[config.mk]
export PLATFORM = sky130hd
export DESIGN_NAME = cbu_unit
export DESIGN_NICKNAME = d
export VERILOG_FILES = /design/src/cbu_pkg.sv /design/src/cbu_add16.sv /design/src/cbu_unit.sv
export VERILOG_INCLUDE_DIRS = /design/src
export SDC_FILE = /design/constraint.sdc
export NUM_CORES = 1
export LEC_CHECK = 0
export ABC_AREA = 1
export BUFFER_PORTS_ARGS = -buffer_cell sky130_fd_sc_hd__buf_2
export CORE_ASPECT_RATIO = 0.7
export CORE_MARGIN = 2
export CORE_UTILIZATION = 49
export CTS_BUF_LIST = sky130_fd_sc_hd__clkbuf_2 sky130_fd_sc_hd__clkbuf_4 sky130_fd_sc_hd__clkbuf_8
export CTS_CLUSTER_SIZE = 10
export DETAILED_ROUTE_END_ITERATION = 10
export HOLD_SLACK_MARGIN = 0.06
export PLACE_DENSITY = 0.71
export REMOVE_ABC_BUFFERS = 1
export SYNTH_ARGS = -nofsm -noshare
export SYNTH_HDL_FRONTEND = slang
export SYNTH_SLANG_ARGS = --single-unit
[constraint.sdc]
create_clock -name mclk_i -period 3.4 [get_ports mclk_i]
set_clock_uncertainty 0.05 [all_clocks]
set_input_delay 0.34 -clock mclk_i [delete_from_list [all_inputs] [get_ports mclk_i]]
set_output_delay 0.34 -clock mclk_i [all_outputs]
set_load 0.05 [all_outputs]
[src/cbu_regs.svh]
// Constants for the condition, branch and integer flag unit.
// Assumes inclusion by bare name from the package and design files.
`ifndef CBU_REGS_SVH
`define CBU_REGS_SVH
// Register offsets (word addresses on the plain register port)
`define CBU_ADDR_CTRL    4'h0
`define CBU_ADDR_STATUS  4'h1
`define CBU_ADDR_IRQ_ST  4'h2
`define CBU_ADDR_IRQ_MSK 4'h3
`define CBU_ADDR_ACC1    4'h4
`define CBU_ADDR_ACC2    4'h5
`define CBU_ADDR_ACC3    4'h6
`define CBU_ADDR_ACC4    4'h7
`define CBU_ADDR_PC      4'h8
// Status word field positions
`define CBU_SW_CC_LO     1
`define CBU_SW_CC_HI     2
`define CBU_SW_AERR      3
`define CBU_SW_SERR      4
`define CBU_SW_LRES      5
// Control fields
`define CBU_CTRL_FOUR    0
// Interrupt event bits
`define CBU_IRQ_AERR     0
`define CBU_IRQ_UNORD    1
`define CBU_IRQ_TAKEN    2
// Reset values
`define CBU_STATUS_RST   16'h0000
`define CBU_PC_RST       16'h0000
`endif

[src/cbu_pkg.sv]
// Types for the condition, branch and integer flag unit.
// Assumes cbu_regs.svh is on the include path.
package cbu_pkg;
  `include "cbu_regs.svh"
  typedef enum logic [3:0] {
    CBU_OP_NOP    = 4'h0,
    CBU_OP_ADD16  = 4'h1,
    CBU_OP_JLEZ   = 4'h2,
    CBU_OP_JUNORD = 4'h3,
    CBU_OP_JALWAY = 4'h4,
    CBU_OP_LOOP   = 4'h5,
    CBU_OP_DIV0   = 4'h6,
    CBU_OP_ILLEG  = 4'h7,
    CBU_OP_FUNORD = 4'h8
  } cbu_op_t;
  typedef enum logic [1:0] {
    CBU_ST_IDLE = 2'b00,
    CBU_ST_EXEC = 2'b01
  } cbu_state_t;
endpackage

[src/cbu_add16.sv]
// Signed 16-bit adder with condition-code and error classification.
// Assumes pure combinational use by the unit top.
`timescale 1ns/10ps
module cbu_add16 (
  // Operands
  input  wire logic [15:0] a_i,
  input  wire logic [15:0] b_i,
  // Result
  output logic      [15:0] sum_o,
  output logic      [1:0]  cc_o,
  output logic             ovf_o
);
  logic [16:0] wide;
  always_comb begin
    wide  = {a_i[15], a_i} + {b_i[15], b_i};
    sum_o = wide[15:0];
    ovf_o = (wide[16] != wide[15]);
    if (!ovf_o) begin
      if (wide[15:0] == 16'h0000) begin
        cc_o = 2'b00;
      end else if (wide[15]) begin
        cc_o = 2'b01;
      end else begin
        cc_o = 2'b10;
      end
    end else if (wide[16] == 1'b0) begin
      cc_o = 2'b01;
    end else if (wide[15:0] == 16'h0000) begin
      cc_o = 2'b00;
    end else begin
      cc_o = 2'b10;
    end
  end
endmodule

[src/cbu_unit.sv]
// Condition branch and integer flag unit: status word, operand stack, pc.
// Assumes one clock domain; commands arrive as one-cycle strobes.
`timescale 1ns/10ps
module cbu_unit
  import cbu_pkg::*;
(
  // Clock and reset
  input  wire logic        mclk_i,
  input  wire logic        rstn_i,
  input  wire logic        ce_i,
  // Instruction strobe
  input  wire logic        op_valid_i,
  input  wire logic [3:0]  op_code_i,
  input  wire logic [15:0] op_offset_i,
  // Register port
  input  wire logic [3:0]  reg_addr_i,
  input  wire logic [31:0] reg_wdata_i,
  input  wire logic        reg_wr_i,
  input  wire logic        reg_rd_i,
  output logic      [31:0] reg_rdata_o,
  // Execution results
  output logic      [15:0] pc_o,
  output logic             branch_taken_o,
  output logic             done_o,
  output logic      [15:0] status_o,
  output logic             irq_o
);
  `include "cbu_regs.svh"

  // ****************************************
  // State
  // ****************************************
  typedef struct packed {
    cbu_state_t  state;
    logic        four_acc;
    logic [15:0] status;
    logic [31:0] acc1;
    logic [31:0] acc2;
    logic [31:0] acc3;
    logic [31:0] acc4;
    logic [15:0] pc;
    logic        taken;
    logic        done;
    logic [2:0]  irq_st;
    logic [2:0]  irq_msk;
    logic        irq;
    logic [31:0] rdata;
    cbu_op_t     op;
    logic [15:0] offset;
  } cbu_state_reg_t;

  cbu_state_reg_t r;
  cbu_state_reg_t next_r;

  logic [15:0] add_sum;
  logic [1:0]  add_cc;
  logic        add_ovf;

  cbu_add16 u_add (
    .a_i   (r.acc1[15:0]),
    .b_i   (r.acc2[15:0]),
    .sum_o (add_sum),
    .cc_o  (add_cc),
    .ovf_o (add_ovf)
  );

  // ****************************************
  // Next state
  // ****************************************
  logic        cc_hi;
  logic        cc_lo;
  logic        go;
  logic [15:0] dec_cnt;
  logic [15:0] seq_pc;
  logic [15:0] tgt_pc;
  logic [2:0]  ev;

  always_comb begin
    next_r  = r;
    cc_hi   = r.status[`CBU_SW_CC_HI];
    cc_lo   = r.status[`CBU_SW_CC_LO];
    go      = 1'b0;
    dec_cnt = r.acc1[15:0] - 16'h0001;
    seq_pc  = r.pc + 16'h0001;
    tgt_pc  = r.pc + r.offset;
    ev      = 3'b000;
    next_r.done  = 1'b0;
    next_r.taken = 1'b0;
    next_r.rdata = 32'h0000_0000;
    case (r.state)
      CBU_ST_IDLE: begin
        if (op_valid_i) begin
          next_r.op     = cbu_op_t'(op_code_i);
          next_r.offset = op_offset_i;
          next_r.state  = CBU_ST_EXEC;
        end
      end
      CBU_ST_EXEC: begin
        next_r.state = CBU_ST_IDLE;
        next_r.done  = 1'b1;
        case (r.op)
          CBU_OP_ADD16: begin
            next_r.acc1[15:0] = add_sum;
            next_r.status[`CBU_SW_CC_HI] = add_cc[1];
            next_r.status[`CBU_SW_CC_LO] = add_cc[0];
            next_r.status[`CBU_SW_AERR]  = add_ovf;
            if (add_ovf) begin
              next_r.status[`CBU_SW_SERR] = 1'b1;
              ev[`CBU_IRQ_AERR] = 1'b1;
            end
            // Logic result bit untouched by addition
            if (r.four_acc) begin
              next_r.acc2 = r.acc3;
              next_r.acc3 = r.acc4;
            end
            // Two-register mode keeps acc2
          end
          CBU_OP_JLEZ: begin
            go = !cc_hi;
          end
          CBU_OP_JUNORD: begin
            go = cc_hi && cc_lo;
          end
          CBU_OP_JALWAY: begin
            go = 1'b1;
          end
          CBU_OP_LOOP: begin
            next_r.acc1[15:0] = dec_cnt;
            go = (dec_cnt != 16'h0000);
          end
          CBU_OP_DIV0, CBU_OP_ILLEG: begin
            next_r.status[`CBU_SW_CC_HI] = 1'b1;
            next_r.status[`CBU_SW_CC_LO] = 1'b1;
            next_r.status[`CBU_SW_AERR]  = 1'b1;
            next_r.status[`CBU_SW_SERR]  = 1'b1;
            ev[`CBU_IRQ_UNORD] = 1'b1;
          end
          CBU_OP_FUNORD: begin
            next_r.status[`CBU_SW_CC_HI] = 1'b1;
            next_r.status[`CBU_SW_CC_LO] = 1'b1;
            ev[`CBU_IRQ_UNORD] = 1'b1;
          end
          default: begin
            next_r.status = r.status;
          end
        endcase
        next_r.pc    = go ? tgt_pc : seq_pc;
        next_r.taken = go;
        ev[`CBU_IRQ_TAKEN] = go;
      end
      default: begin
        next_r.state = CBU_ST_IDLE;
      end
    endcase

    // Register port writes
    if (reg_wr_i) begin
      if (reg_addr_i == `CBU_ADDR_CTRL) begin
        next_r.four_acc = reg_wdata_i[`CBU_CTRL_FOUR];
      end else if (reg_addr_i == `CBU_ADDR_STATUS) begin
        next_r.status = reg_wdata_i[15:0];
      end else if (reg_addr_i == `CBU_ADDR_IRQ_ST) begin
        next_r.irq_st = r.irq_st & ~reg_wdata_i[2:0];
      end else if (reg_addr_i == `CBU_ADDR_IRQ_MSK) begin
        next_r.irq_msk = reg_wdata_i[2:0];
      end else if (reg_addr_i == `CBU_ADDR_ACC1) begin
        next_r.acc1 = reg_wdata_i;
      end else if (reg_addr_i == `CBU_ADDR_ACC2) begin
        next_r.acc2 = reg_wdata_i;
      end else if (reg_addr_i == `CBU_ADDR_ACC3) begin
        next_r.acc3 = reg_wdata_i;
      end else if (reg_addr_i == `CBU_ADDR_ACC4) begin
        next_r.acc4 = reg_wdata_i;
      end else if (reg_addr_i == `CBU_ADDR_PC) begin
        next_r.pc = reg_wdata_i[15:0];
      end
    end
    // Set wins over clear
    next_r.irq_st = next_r.irq_st | ev;
    next_r.irq    = |(next_r.irq_st & next_r.irq_msk);

    // Register port reads
    if (reg_rd_i) begin
      if (reg_addr_i == `CBU_ADDR_CTRL) begin
        next_r.rdata = {31'h0000_0000, r.four_acc};
      end else if (reg_addr_i == `CBU_ADDR_STATUS) begin
        next_r.rdata = {16'h0000, r.status};
      end else if (reg_addr_i == `CBU_ADDR_IRQ_ST) begin
        next_r.rdata = {29'h0000_0000, r.irq_st};
      end else if (reg_addr_i == `CBU_ADDR_IRQ_MSK) begin
        next_r.rdata = {29'h0000_0000, r.irq_msk};
      end else if (reg_addr_i == `CBU_ADDR_ACC1) begin
        next_r.rdata = r.acc1;
      end else if (reg_addr_i == `CBU_ADDR_ACC2) begin
        next_r.rdata = r.acc2;
      end else if (reg_addr_i == `CBU_ADDR_ACC3) begin
        next_r.rdata = r.acc3;
      end else if (reg_addr_i == `CBU_ADDR_ACC4) begin
        next_r.rdata = r.acc4;
      end else if (reg_addr_i == `CBU_ADDR_PC) begin
        next_r.rdata = {16'h0000, r.pc};
      end
    end
  end

  // ****************************************
  // Registers
  // ****************************************
  always_ff @(posedge mclk_i) begin
    if (!rstn_i) begin
      r        <= '0;
      r.state  <= CBU_ST_IDLE;
      r.op     <= CBU_OP_NOP;
      r.status <= `CBU_STATUS_RST;
      r.pc     <= `CBU_PC_RST;
    end else if (ce_i) begin
      r <= next_r;
    end
  end

  assign reg_rdata_o    = r.rdata;
  assign pc_o           = r.pc;
  assign branch_taken_o = r.taken;
  assign done_o         = r.done;
  assign status_o       = r.status;
  assign irq_o          = r.irq;
endmodule

==> results of run 1 <==
-- flip-flops by register name, indices dropped and copies added (netlist names) --
name	cells
branch_taken_o	1
done_o	1
irq_o	1
pc_o	16
r	156
reg_rdata_o	32
status_o	16
-- power by group --
part	internal, mW	switching [mW]
logic	0.394	0.658
clock network	1.42	1.15
registers	2.69	0.0574
total	4.50	1.87
-- how the worst min path moves through the flow --
| stage | start | end | slack, ns | cells after the start |
|---|---|---|---|---|
| 2_1_floorplan | r[10]$_SDFFE_PN0P_ | r[10]$_SDFFE_PN0P_ | 0.38 | 2 |
| 3_3_place_gp | r[9]$_SDFFE_PN0P_ | r[9]$_SDFFE_PN0P_ | 0.39 | 2 |
| 3_5_place_dp | r[9]$_SDFFE_PN0P_ | r[9]$_SDFFE_PN0P_ | 0.40 | 2 |
| 4_1_cts | ce_i | r[222]$_SDFFE_PN0P_ | 0.06 | 3 |
| 5_1_grt | reg_wdata_i[1] | pc_o[1]$_SDFFE_PN0P_ | 0.09 | 3 |
| 6_report | ce_i | r[222]$_SDFFE_PN0P_ | 0.09 | 3 |
-- stage by stage --
step	worst slack [ns]	TNS [ns]	cells	instance area, sq um	hold WS [ns]
after global routing	-0.569	-5.13	2539	16400	0.0890
after CTS	-0.188	-0.988	2534	16200	0.0637
final	-0.282	-2.53	2539	16400	0.0872
after detailed placement	-0.513	-3.92	2398	14500	0.398
after floorplan	-0.402	-1.75	1813	12600	0.379
after global placement	-0.357	-2.51	2398	14500	0.394
-- routing by layer --
layer,vias up,routed length [um],global-route usage
li1,7076,-,-
met1,6867,21600,0.457
met2,745,20300,0.486
met3,90,4470,0.0586
met4,0,1000,0.0876
met5,-,0,0
-- cell type report --
class                      instances  share of cell area
clock inverter                     4             0.00137
timing repair buffer             296               0.131
sequential                       223               0.273
multi-input combinational       1382               0.473
tap                              364              0.0278
clock buffer                      62              0.0467
inverter                         208              0.0479
-- cells in the final DEF, fill, tap and decap left out, drive strengths merged, types with 2 or more instances in the layout --
cell type,netlist,routed
nand3b,4,4
a21o,2,2
o211ai,37,37
a221oi,7,7
a21oi,292,292
nand4,12,12
o2111ai,15,15
inv,206,206
o211a,16,16
o21ai,300,300
nor3,10,10
o21bai,4,4
dfxtp,223,223
o22ai,2,2
clkinv,2,5
xor2,10,10
fa,2,2
nand3,64,64
o221ai,41,41
ha,33,33
dlygate4sd3,0,37
o21a,3,3
a31oi,2,2
clkbuf,98,62
nor2,123,123
buf,88,259
nand2,369,369
xnor2,6,6
or2,5,5
a211oi,19,19
-- worst min-delay path, delay by kind of cell --
kind | cells | cell delay, ns
AO/OA/AOI/OAI | 1 | 0.07
buffers and inverters | 1 | 0.13
AND/OR/NAND/NOR | 1 | 0.10
-- what timing repair did --
item | CTS | global route
pin swaps | 33 | 57
gates resized for setup | 76 | 44
buffers inserted | 33 | 10
setup endpoints to repair | 12 | 14
hold buffers | 37 | 0
gates cloned | 1 | 0
hold endpoints to repair | 51 | 0
-- cell families after synthesis --
| family | Yosys count | synth area share |
|---|---|---|
| AND/OR/NAND/NOR | 589 | 0.185 |
| XOR/XNOR | 16 | 0.0103 |
| adder cells (fa/ha/maj) | 35 | 0.0334 |
| buffers and inverters | 394 | 0.129 |
| flip-flops | 223 | 0.329 |
| AO/OA/AOI/OAI | 742 | 0.313 |
==> flow_metrics.tcl, run 1 <==
set metrics [dict create \
    num-fill-cells 2506 \
    power_density_nw_per_um2 389 \
    ys_seq_elements 223 \
    cap_violations 0 \
    clock-sinks 223 \
    fin_crit_ns 3.68 \
    cts_tree "done" \
    rsz0062_at_grt "true" \
    fmax_mhz 272 \
    synthArstFlopShare 0 \
    rows 50 \
    status "finished with violations" \
    ant_nets 0 \
    io_buffers 128 \
    ys_top_cells_by_count "358 x nand2_1, 289 x a21oi_1, 280 x o21ai_0, 223 x dfxtp_1, 191 x inv_1" \
    synthCells 1999 \
    drcViolationCount 0 \
    nets 2246 \
    startpoint "r[174]$_SDFFE_PN0P_" \
    maxSlewHeadroom 0.318 \
    period_share 1.08 \
    yosys_warnings 0 \
    multi_input_area_sq_um 7750 \
    final_core_utilization 0.608 \
    hpwlAfterDp_um 31000 \
    area_growth_syn_to_layout_pct 21.0 \
    startpoint_type "flip-flop" \
    violations "negative setup slack" \
    dr.pass1.iters 6 \
    finalWorstSetupSlack_ns -0.282 \
    routed-via-count 14778 \
    routedWlPerCell_um 18.7 \
    crit_end "pc_o[3]$_SDFFE_PN0P_" \
    path_depth 28 \
    crit_buf_inv 8 \
    max-vdd-ir-drop_mv 0.263 \
    cts_root_buffer "clkbuf_8" \
    grt_usage 0.318 \
    worst_skew_pair.late_latency_ns 0.55 \
    totalWireLength_um 47400 \
    rrSetupSlack_ns -0.28 \
    gp_congestion 0.985 \
    hold_viol 0 \
    synthMostInstantiatedCell "nand2_1" \
    grt_pass1_wl_um 74000 \
    htree_levels 2 \
    yosysSeqAreaShare 0.329 \
    path_clk_slew_ns 0.07 \
    drt_iter0_drc 1420 \
    cpMaxStageDelayCell "ha_1" \
    ys.flop_type "dfxtp_1" \
    die_w_um 203 \
    fp.coreArea_sq_um 27000 \
    grt_pass1_vias 13643 \
    tightest_slew_ns 1.02 \
    via_per_inst 5.82 \
    cp.required_ns 3.82 \
    synth_area_sq_um 13600 \
    maxSlewViolCount 0 \
    crit_top_cell "buf_4" \
    hold_path_class "in2reg" \
    io_pins 129 \
    crit_family "simple AND/OR/NAND/NOR gates" \
    r2r_cells 28 \
    end_kind "flip-flop" \
    p_total_mw 6.37 \
    synthTopCellsByArea "dfxtp_1 33%, a21oi_1 11%, o21ai_0 10%" \
    synth_edf_count 0 \
    antenna_found_initial 0 \
    setup_viol 12 \
    grt_max_degree 113 \
    cpPeakStageDelay_ns 0.35 \
    cts_buffers 38 \
    clockBufferDepth 3 \
    synth.distinct_cells 47 \
    p_leak_nw 6.88 \
    die_h_um 143 \
    final-seq-area_sq_um 4470 \
    overflow 0 \
    r2r_start "r[174]$_SDFFE_PN0P_" \
    rr_endpoint "pc_o[3]$_SDFFE_PN0P_" \
    worstPathMaxFanout 4 \
    synth_top_area_share 0.329 \
    die_area_sq_um 29000 \
    drive_above_1_share 0.216 \
    critical_path_class "reg2reg" \
    crit_arrival_ns 4.11 \
    antenna_cells 0 \
    yosysTopAreaCell "dfxtp_1" \
    avgSynthCellArea_sq_um 6.78 \
    initial_core_util 0.503 \
]
No activity file was read; power rests on OpenSTA's default activity.
==> run 2: changes to the inputs <==
--- a/config.mk
+++ b/config.mk
@@ -6,7 +6,6 @@
 export SDC_FILE = /design/constraint.sdc
 export NUM_CORES = 1
 export LEC_CHECK = 0
-export ABC_AREA = 1
 export BUFFER_PORTS_ARGS = -buffer_cell sky130_fd_sc_hd__buf_2
 export CORE_ASPECT_RATIO = 0.7
 export CORE_MARGIN = 2
==> run 2 against run 1 <==
Against the previous run:
- the run still ends with negative setup slack left
- first-iteration DRC count rose by 40%
- synthesized cell count fell by 16%
- register-to-register slack got worse by 0.33 ns
- power fell by 2.6%
- clock-buffer cell count fell by 1
- via count fell by 4.6%
==> flow_metrics.tcl, run 2 <==
set metrics [dict create \
    grt_usage 0.344 \
    ys.flop_type "dfxtp_1" \
    htree_levels 2 \
    placedCellCount 2051 \
    synth_edf_count 0 \
    die_w_um 197 \
    crit_family "simple AND/OR/NAND/NOR gates" \
    via_per_inst 6.48 \
    rsz0062_at_grt "true" \
    nets 1913 \
    place_ws_ns -1.05 \
    tightest_slew_ns 0.927 \
    clock-sinks 223 \
    cts_root_buffer "clkbuf_8" \
    setup_viol 13 \
    final_cell_mix "248 x a21oi_1, 234 x nand2_1, 221 x dfxtp_1, 127 x buf_4, 127 x buf_2" \
    drt_iter0_drc 1986 \
    tns_ns -5.56 \
    status "finished with violations" \
    fmax_mhz 249 \
    die_area_sq_um 27400 \
    synth.distinct_cells 91 \
    ys_top_cells_by_count "252 x a21oi_1, 236 x nand2_1, 223 x dfxtp_1, 126 x o21ai_0, 118 x clkbuf_1" \
    finalWorstSetupSlack_ns -0.608 \
    drive_above_1_share 0.237 \
    clockBufferDepth 3 \
    hold_path_class "in2reg" \
    fin_crit_ns 4.01 \
    synthMostInstantiatedCell "a21oi_1" \
    final_cell_count_no_fill 2174 \
    avgSynthCellArea_sq_um 7.66 \
    initial_core_util 0.498 \
    cap_violations 0 \
    area_growth_syn_to_layout_pct 21.5 \
    cpMaxStageDelayCell "or4_4" \
    routedWlPerCell_um 22.5 \
    fp.coreArea_sq_um 25700 \
    startpoint_type "flip-flop" \
    period_share 1.18 \
    io_buffers 128 \
    totalWireLength_um 48800 \
    synthCells 1670 \
    dr.pass1.iters 9 \
    cts_tree "done" \
    grt_max_degree 127 \
    highest-signal-layer "met5" \
    num-fill-cells 2238 \
    antenna_cells 0 \
    max-vdd-ir-drop_mv 0.303 \
    maxSlewHeadroom 0.381 \
    worstPathMaxFanout 2 \
    top_register "r" \
    cts_buffers 38 \
    synthTopCellsByArea "dfxtp_1 35%, a21oi_1 9.9%, nand2_1 6.9%" \
    synth_top_area_share 0.349 \
    wl_met3_um 7100 \
    wl_met2_um 19800 \
    p_leak_nw 6.20 \
    ant_nets 0 \
    grt_pass1_vias 12738 \
    antenna_found_initial 1 \
    ys_seq_elements 223 \
    synth_area_sq_um 12800 \
    final_core_utilization 0.605 \
    largest_reg_flops 156 \
    worst_skew_pair.late_latency_ns 0.58 \
    yosys_warnings 0 \
    crit_arrival_ns 4.46 \
    io_pins 129 \
    routed-via-count 14092 \
    maxSlewViolCount 0 \
    cp.required_ns 3.86 \
    power_density_nw_per_um2 399 \
    drt-met1-wl_um 20500 \
    cpPeakStageDelay_ns 0.44 \
    grt_pass1_wl_um 73500 \
    yosysTopAreaCell "dfxtp_1" \
    path_clk_slew_ns 0.06 \
    end_kind "flip-flop" \
    overflow 0 \
    violations "negative setup slack" \
    die_h_um 139 \
    hpwlAfterDp_um 31500 \
    holdWs_ns 0.0787 \
    final_common_cell "a21oi_1" \
    yosysSeqAreaShare 0.349 \
    rows 49 \
    gp_congestion 0.979 \
    crit_buf_inv 1 \
    hold_viol 0 \
    drcViolationCount 0 \
    synthArstFlopShare 0 \
    crit_chain "or3_4 > or4_4 > a311oi_4 > o2111ai_4 > and2_4 > nand2b_1 > ha_2 > inv_2 > fa_2 > nand2b_4 > a21boi_4 > o21ai_2 > a211o_1 > nand4_1 > or3b_4 > a21oi_2" \
    critical_path_class "reg2reg" \
]
-- run 2: changes by cell type after synthesis, sizes merged, moves of 20 or more --
cell | before | now
inv | 206 | 28
a21oi | 292 | 253
clkbuf | 98 | 118
a222oi | 0 | 29
nor2 | 123 | 103
nand2b | 0 | 22
o221ai | 41 | 11
o211ai | 37 | 4
o21ai | 300 | 137
and3 | 0 | 23
o22ai | 2 | 73
nand3 | 64 | 39
nand2 | 369 | 236
-- run 2: where the power goes --
part / internal (mW) / switching (mW)
combinational: 0.293 / 0.519
clock: 1.53 / 1.16
sequential: 2.66 / 0.0418
-- run 2: area by class of cell --
class / instances / area (sq um) / area share
flip-flops and latches: 223 / 4470 / 0.287
well taps: 331 / 414 / 0.0266
repair buffers: 304 / 2100 / 0.135
inverters: 28 / 108 / 0.00692
multi-input cells: 1221 / 7620 / 0.490
clock inverters: 6 / 55.1 / 0.00354
clock buffers: 61 / 783 / 0.0504
-- run 2: stage by stage --
stage / power (mW) / area (sq um)
3_3_place_gp: 3.45 / 13800
6_report: 6.21 / 15600
2_1_floorplan: 3.09 / 11800
4_1_cts: 6.16 / 15200
5_1_grt: 6.37 / 15600
3_5_place_dp: 3.46 / 13800
-- run 2: worst paths after layout --
check                            from               endpoint  slack [ns]  depth (start not counted)
setup reg to reg  r[175]$_SDFFE_PN0P_  pc_o[12]$_SDFFE_PN0P_       -0.61                         16
setup / recovery  r[175]$_SDFFE_PN0P_  pc_o[12]$_SDFFE_PN0P_       -0.61                         16
hold reg to reg     r[7]$_SDFFE_PN0P_      r[7]$_SDFFE_PN0P_        0.40                          2
hold / removal         reg_wdata_i[3]     r[80]$_SDFFE_PN0P_        0.08                          3
-- run 2: routing by layer --
metal	vias up	GRT usage
met5	-	0
met4	2	0.120
met3	126	0.110
met2	963	0.472
met1	6652	0.502
li1	6349	-
-- run 2: cells by family after synthesis --
group,Yosys count,synth area share
adders and majority gates,35,0.0354
AOI/OAI and AO/OA,633,0.306
and+or+nand+nor,506,0.185
muxes,29,0.0243
xor gates and xnor gates,18,0.0123
buffers and inverters,226,0.0871
DFF,223,0.349
-- run 2: timing repair --
item | in CTS | in global routing
pin swaps | 15 | 35
cloned | 0 | 0
buffers inserted | 1 | 10
gates resized for setup | 22 | 55
setup endpoints to repair | 14 | 16
hold buffers | 45 | 0
endpoints found under the hold margin | 66 | 0
-- run 2: tightest hold or removal path, stage by stage --
cell and delay [ns]:
buf_2 0.18, nand2_1 0.08, a21oi_1 0.05
